--- config.mk ---
export PLATFORM = sky130hd
export DESIGN_NAME = sre_encoder
export DESIGN_NICKNAME = d
export VERILOG_FILES = /design/src/sre_pkg.sv /design/src/sre_encoder.sv
export SDC_FILE = /design/constraint.sdc
export NUM_CORES = 1
export LEC_CHECK = 0
export ABC_AREA = 1
export BUFFER_PORTS_ARGS = -buffer_cell sky130_fd_sc_hd__buf_4
export CORE_AREA = 2 2 39 41
export DETAILED_ROUTE_END_ITERATION = 16
export DIE_AREA = 0 0 41 43
export PLACE_DENSITY = 0.81
export SLEW_MARGIN = 10
export SYNTH_ARGS = -nofsm -noshare
export SYNTH_HDL_FRONTEND = slang
export SYNTH_SLANG_ARGS = --single-unit
--- constraint.sdc ---
create_clock -name core_clk -period 1 [get_ports core_clk]
set_clock_uncertainty 0.1 [all_clocks]
set_input_delay 0.2 -clock core_clk [delete_from_list [all_inputs] [get_ports core_clk]]
set_output_delay 0.2 -clock core_clk [all_outputs]
set_load 0.02 [all_outputs]
--- src/sre_pkg.sv ---
package sre_pkg;
  // Snoop type encodings
  localparam logic [3:0] SNP_READ_ONCE = 4'h0;
  localparam logic [3:0] SNP_READ_SHARED = 4'h1;
  localparam logic [3:0] SNP_READ_CLEAN = 4'h2;
  localparam logic [3:0] SNP_READ_NSD = 4'h3;
  localparam logic [3:0] SNP_READ_UNIQUE = 4'h7;
  localparam logic [3:0] SNP_CLEAN_SHARED = 4'h8;
  localparam logic [3:0] SNP_CLEAN_INVALID = 4'h9;
  localparam logic [3:0] SNP_MAKE_INVALID = 4'hd;
  // Response bit positions
  localparam int RESP_DT = 0;
  localparam int RESP_ERR = 1;
  localparam int RESP_PD = 2;
  localparam int RESP_IS = 3;
  localparam int RESP_WU = 4;
  localparam logic [4:0] RESP_RESET = 5'h00;
  // Line state after the lookup
  typedef struct packed {
    logic hit;
    logic dirty;
    logic unique_st;
    logic err;
  } sre_line_t;
endpackage : sre_pkg

--- src/sre_encoder.sv ---
`timescale 1ns/1ps
`default_nettype none
module sre_encoder #(
  parameter bit WU_SUPPORT = 1'b1
) (
  // Clock and reset
  input wire logic core_clk,
  input wire logic nrst,
  // Snoop request
  input wire logic snp_valid,
  output logic snp_ready,
  input wire logic [3:0] snp_type,
  // Line state from the cache lookup
  input wire logic line_hit,
  input wire logic line_dirty,
  input wire logic line_unique,
  input wire logic line_err,
  input wire logic keep_pref,
  input wire logic ecc_local_fix,
  // Response channel
  output logic resp_valid,
  input wire logic resp_ready,
  output logic [4:0] resp_data,
  // Cache actions
  output logic line_invalidate,
  output logic line_make_clean,
  output logic illegal_snoop
);

  ////////////////////////////////////////////////////////////////////////////
  // Decode helpers

  // Read-type snoops
  function automatic logic is_read(input logic [3:0] t);
    unique case (t)
      sre_pkg::SNP_READ_ONCE,
      sre_pkg::SNP_READ_SHARED,
      sre_pkg::SNP_READ_CLEAN,
      sre_pkg::SNP_READ_NSD,
      sre_pkg::SNP_READ_UNIQUE: begin
        is_read = 1'b1;
      end

      default: begin
        is_read = 1'b0;
      end
    endcase
  endfunction : is_read

  // Snoop types that end with the line invalidated
  function automatic logic is_inval(input logic [3:0] t);
    unique case (t)
      sre_pkg::SNP_READ_UNIQUE,
      sre_pkg::SNP_CLEAN_INVALID,
      sre_pkg::SNP_MAKE_INVALID: begin
        is_inval = 1'b1;
      end

      default: begin
        is_inval = 1'b0;
      end
    endcase
  endfunction : is_inval

  // Snoop types this cache answers
  function automatic logic is_known(input logic [3:0] t);
    unique case (t)
      sre_pkg::SNP_CLEAN_SHARED,
      sre_pkg::SNP_CLEAN_INVALID,
      sre_pkg::SNP_MAKE_INVALID: begin
        is_known = 1'b1;
      end

      default: begin
        is_known = is_read(t);
      end
    endcase
  endfunction : is_known

  // Legal response check: no PassDirty without data, no IsShared on invalidating types
  function automatic logic resp_allowed(input logic [3:0] t, input logic [4:0] r);
    logic no_data_dirty;
    logic shared_inval;
    no_data_dirty = r[sre_pkg::RESP_PD] && !r[sre_pkg::RESP_DT];
    shared_inval = r[sre_pkg::RESP_IS] && is_inval(t);
    resp_allowed = !no_data_dirty && !shared_inval;
  endfunction : resp_allowed

  ////////////////////////////////////////////////////////////////////////////
  // Per-type decisions

  // Whether the copy may stay after the snoop
  function automatic logic keeps_line(input logic [3:0] t, input logic pref);
    unique case (t)
      sre_pkg::SNP_READ_ONCE,
      sre_pkg::SNP_READ_SHARED,
      sre_pkg::SNP_READ_CLEAN,
      sre_pkg::SNP_READ_NSD,
      sre_pkg::SNP_CLEAN_SHARED: begin
        keeps_line = pref;
      end

      default: begin
        keeps_line = 1'b0;
      end
    endcase
  endfunction : keeps_line

  // Whether the line goes out on the data channel
  function automatic logic sends_data(input logic [3:0] t, input logic dirty);
    unique case (t)
      sre_pkg::SNP_READ_ONCE,
      sre_pkg::SNP_READ_SHARED,
      sre_pkg::SNP_READ_CLEAN,
      sre_pkg::SNP_READ_NSD,
      sre_pkg::SNP_READ_UNIQUE: begin
        sends_data = 1'b1;
      end

      sre_pkg::SNP_CLEAN_SHARED,
      sre_pkg::SNP_CLEAN_INVALID: begin
        sends_data = dirty;
      end

      default: begin
        sends_data = 1'b0;
      end
    endcase
  endfunction : sends_data

  // Whether write-back duty leaves this cache
  function automatic logic passes_dirty(input logic [3:0] t, input logic dirty, input logic kept);
    unique case (t)
      sre_pkg::SNP_READ_ONCE: begin
        passes_dirty = dirty && !kept;
      end

      sre_pkg::SNP_READ_SHARED,
      sre_pkg::SNP_READ_CLEAN,
      sre_pkg::SNP_READ_NSD,
      sre_pkg::SNP_CLEAN_SHARED: begin
        passes_dirty = dirty;
      end

      sre_pkg::SNP_READ_UNIQUE,
      sre_pkg::SNP_CLEAN_INVALID: begin
        passes_dirty = dirty;
      end

      default: begin
        passes_dirty = 1'b0;
      end
    endcase
  endfunction : passes_dirty

  // Whether a kept dirty copy turns clean
  function automatic logic cleans_line(input logic [3:0] t, input logic dirty, input logic kept);
    unique case (t)
      sre_pkg::SNP_READ_SHARED,
      sre_pkg::SNP_READ_CLEAN,
      sre_pkg::SNP_READ_NSD,
      sre_pkg::SNP_CLEAN_SHARED: begin
        cleans_line = dirty && kept;
      end

      default: begin
        cleans_line = 1'b0;
      end
    endcase
  endfunction : cleans_line

  ////////////////////////////////////////////////////////////////////////////
  // Response formation

  // Response before and after the legality net
  logic [4:0] resp_form;
  logic [4:0] resp_d;
  // Decisions for the snoop on the bus
  logic type_known;
  logic keep;
  logic hit_eff;
  logic inval_d;
  logic clean_d;
  logic take;

  // Clean line in error is dropped locally when ecc_local_fix is set, otherwise flagged
  always_comb begin
    resp_form = sre_pkg::RESP_RESET;
    type_known = is_known(snp_type);
    hit_eff = line_hit && !(line_err && ecc_local_fix && !line_dirty);
    keep = 1'b0;
    clean_d = 1'b0;
    if (hit_eff && type_known) begin
      keep = keeps_line(snp_type, keep_pref) && !is_inval(snp_type);
      clean_d = cleans_line(snp_type, line_dirty, keep);
      resp_form[sre_pkg::RESP_DT] = sends_data(snp_type, line_dirty);
      resp_form[sre_pkg::RESP_PD] = passes_dirty(snp_type, line_dirty, keep);
      resp_form[sre_pkg::RESP_IS] = keep;
      resp_form[sre_pkg::RESP_WU] = WU_SUPPORT && line_unique;
      resp_form[sre_pkg::RESP_ERR] = line_err;
    end
  end

  // Safety net: a response that fails resp_allowed collapses to all zero
  always_comb begin
    resp_d = resp_form;
    if (!resp_allowed(snp_type, resp_form)) begin
      resp_d = sre_pkg::RESP_RESET;
    end
    // Never PassDirty without data
    if (!resp_d[sre_pkg::RESP_DT]) begin
      resp_d[sre_pkg::RESP_PD] = 1'b0;
    end
  end

  // Line actions follow the retain decision
  always_comb begin
    inval_d = 1'b0;
    if (hit_eff && type_known) begin
      inval_d = !keep;
    end else if (line_hit && type_known) begin
      inval_d = 1'b1;
    end
  end

  ////////////////////////////////////////////////////////////////////////////
  // One response per snoop, in order

  // A new snoop is taken while no response is pending or while resp_ready accepts the pending one
  assign snp_ready = !resp_valid || resp_ready;
  assign take = snp_valid && snp_ready;

  // Response valid until the interconnect takes it
  always_ff @(posedge core_clk) begin
    if (!nrst) begin
      resp_valid <= 1'b0;
    end else if (take) begin
      resp_valid <= 1'b1;
    end else if (resp_ready) begin
      resp_valid <= 1'b0;
    end
  end

  // Response bits held while pending
  always_ff @(posedge core_clk) begin
    if (!nrst) begin
      resp_data <= sre_pkg::RESP_RESET;
    end else if (take) begin
      resp_data <= resp_d;
    end
  end

  ////////////////////////////////////////////////////////////////////////////
  // Cache action pulses

  // Invalidate pulse
  always_ff @(posedge core_clk) begin
    if (!nrst) begin
      line_invalidate <= 1'b0;
    end else begin
      line_invalidate <= take && inval_d;
    end
  end

  // Make-clean pulse
  always_ff @(posedge core_clk) begin
    if (!nrst) begin
      line_make_clean <= 1'b0;
    end else begin
      line_make_clean <= take && clean_d;
    end
  end

  // Unknown snoop type pulse
  always_ff @(posedge core_clk) begin
    if (!nrst) begin
      illegal_snoop <= 1'b0;
    end else begin
      illegal_snoop <= take && !type_known;
    end
  end

endmodule : sre_encoder
`default_nettype wire

==> results.cfg <==
[run_status]
status = finished with violations
violations = negative setup slack

[cells_and_area]
final_core_util = 0.649
antenna_cells = 0
fin_cells = 124
fin_area_um2 = 898
fin_nets = 123
layout-drive-gt1-share = 0.583
syn2layout_area_growth_pct = 84.6

[clock_network]
cts_tree = built
cts_buffers = 3
clk_pin_slew_ns = 0.06
cts_max_level = 1
clock_sinks = 9
clock_latency_ns = 0.26
clockRootBuffer = clkbuf_4
clock_path_buffers = 2

[synthesis]
dominantRegCellSynth = dfxtp_1
synth_area_leaders = dfxtp_1, nand2_1, nor2_1, inv_1, nand2_2
syn_inst = 74
synth-compound-area-share = 0.0951
synth_mux_area_frac = 0
synthTopCellsByCount = nand2_1, nor2_1, inv_1
synth_edf_count = 0
synth_top_area_share = 0.370
synth_cell_type_count = 16
yosysSeqAreaShare = 0.370
synth_most_common_cell = nand2_1
syn_area_um2 = 487
synth_seq_cells = 9
yosysTopAreaCell = dfxtp_1
yosysWarnings = 0
synth_top_family_by_area = simple AND/OR/NAND/NOR gates
synth.avg_cell_area_um2 = 6.58
synth_fa_ha_area_frac = 0
async_reset_ff_frac = 0
synth_nets = 88
yosys.area_share.simple = 0.442
synth_xor_area_frac = 0

[worst_setup_path]
critPathArrivalTime_ns = 0.80
end_kind = primary output
critPathRequiredTime_ns = 0.70
cp-start-kind = flip-flop
regToRegSetupSlack_ns = -0.04
crit_chain = nand2_4 -> buf_6
critPathSlowestCell = dfxtp_4
rr_startpoint = resp_valid
slowest_delay_ns = 0.35
worstSetupPathType = reg -> out
path_max_fanout = 3
crit_start = resp_valid

[placed_design]
pre_cts_slack_ns = -0.273
gp_congestion = 0.760
dp.final_hpwl_um = 983
dpl_cell_area_um2 = 763
dp_cells = 117
portBuffers = 23

[global_route]
grt_overflow_total = 0
grt_max_degree = 9
grt.total_usage = 0.159
antenna_found_initial = 0
grt_first_pass_wirelength_mm = 1.99
grt_pass1_vias = 512

[power]
p_leak_nw = 0.430
ir_drop_mv = 0.453
power.density_nw_per_um2 = 1010
finalPower_uw = 911

[timing]
relSlewSlack = 0.873
period_minus_slack_ns = 1.10
setup_viol = 8
hold_viol_final = 0
setup_ws_ns = -0.103
period_share = 1.10
rsz0062_at_grt = yes
fmax_ghz = 0.907
drv_slew = 0
tightest_slew_ns = 0.190

[floorplan]
start_util = 0.352
row_count = 14
dieWidth_um = 41
die-area_um2 = 1760
die_h_um = 43
coreArea_um2 = 1380
num_io_pins = 24

[detailed_routing]
vias = 592
drc = 0
drt.antenna.violating_nets = 0
routed_wl_mm = 1.32
dr.pass1.iters = 4
drt_iter0_drc = 3
routed_via_density = 4.77
wire_per_inst_um = 10.6

[worst_hold_path]
hold_path_startpoint = line_hit
hold_class = in -> reg

[job]
cap_violations = 0
-- worst max-delay path: cells and delay by family (launching register included) --
| kind | cells | cell delay, ns |
|---|---|---|
| buffers and inverters | 1 | 0.12 |
| DFF | 1 | 0.35 |
| and+or+nand+nor | 1 | 0.08 |
-- metrics by stage --
step | TNS, ns | hold WS (ns)
2_1_floorplan | -0.0306 | 0.243
3_3_place_gp | -1.53 | 0.354
3_5_place_dp | -1.72 | 0.358
4_1_cts | -0.154 | 0.111
5_1_grt | -0.720 | 0.0952
6_report | -0.213 | 0.101
-- worst paths after layout --
| check | endpoint | cells after the start |
|---|---|---|
| hold reg to reg | resp_data[1] | 2 |
| setup reg to reg | line_make_clean | 5 |
| setup / recovery | snp_ready | 2 |
| hold / removal | line_invalidate | 3 |
-- logic make-up after synthesis --
| kind of cell | after synthesis |
|---|---|
| buffers and inverters | 12 |
| AND/OR/NAND/NOR | 45 |
| AO/OA/AOI/OAI | 8 |
| flip-flops | 9 |
-- cell type report --
class / instances / area [um^2]
inverter: 12 / 62.6
fill: 116 / 485
sequential: 9 / 194
tap: 16 / 20.0
timing repair buffer: 30 / 275
multi-input combinational: 53 / 320
clock buffer: 4 / 26.3
-- layer usage --
layer / up-vias / GRT usage / wire length [um] / part of all wire
met5: - / 0 / 0 / 0
met4: 0 / 0.0600 / 16 / 0.012
met3: 3 / 0.0157 / 102 / 0.077
met2: 24 / 0.278 / 726 / 0.55
met1: 263 / 0.184 / 474 / 0.36
li1: 302 / - / - / -
-- layout by cell type, fill, tap and decap left out --
cell type  instances
nor3_1             1
dfxtp_2            8
nor2_1             9
clkbuf_1           1
buf_4             19
nor3_2             1
nand3b_1           1
a21oi_2            1
o21ai_4            1
nand2_4            4
a21oi_1            5
inv_4              2
buf_12             1
nand2_1           13
nor2_4             3
nand3_1            5
nand4_1            2
nand3_2            1
inv_12             1
nor2_2             1
buf_6             10
clkbuf_4           3
inv_1              7
o21bai_1           1
dfxtp_4            1
inv_2              2
nand2_2            4
-- registers in the layout, summed over array words and instances, names as in the netlist --
register,count
line_make_clean,1
line_invalidate,1
illegal_snoop,1
resp_valid,1
resp_data,5
-- report_power, final --
group / total (mW) / internal (mW) / switching (mW)
combinational: 0.258 / 0.123 / 0.135
clock: 0.277 / 0.154 / 0.124
sequential: 0.376 / 0.369 / 0.00668
total: 0.911 / 0.646 / 0.265
-- what timing repair did --
| action | CTS | global route |
|---|---|---|
| endpoints found under the setup margin | 10 | 18 |
| pin swaps | 1 | 9 |
| resized for setup | 14 | 14 |
| hold buffers | 0 | 0 |
| setup buffers | 1 | 2 |
| hold endpoints to repair | 0 | 0 |
Power figures use the tool's default switching activity.
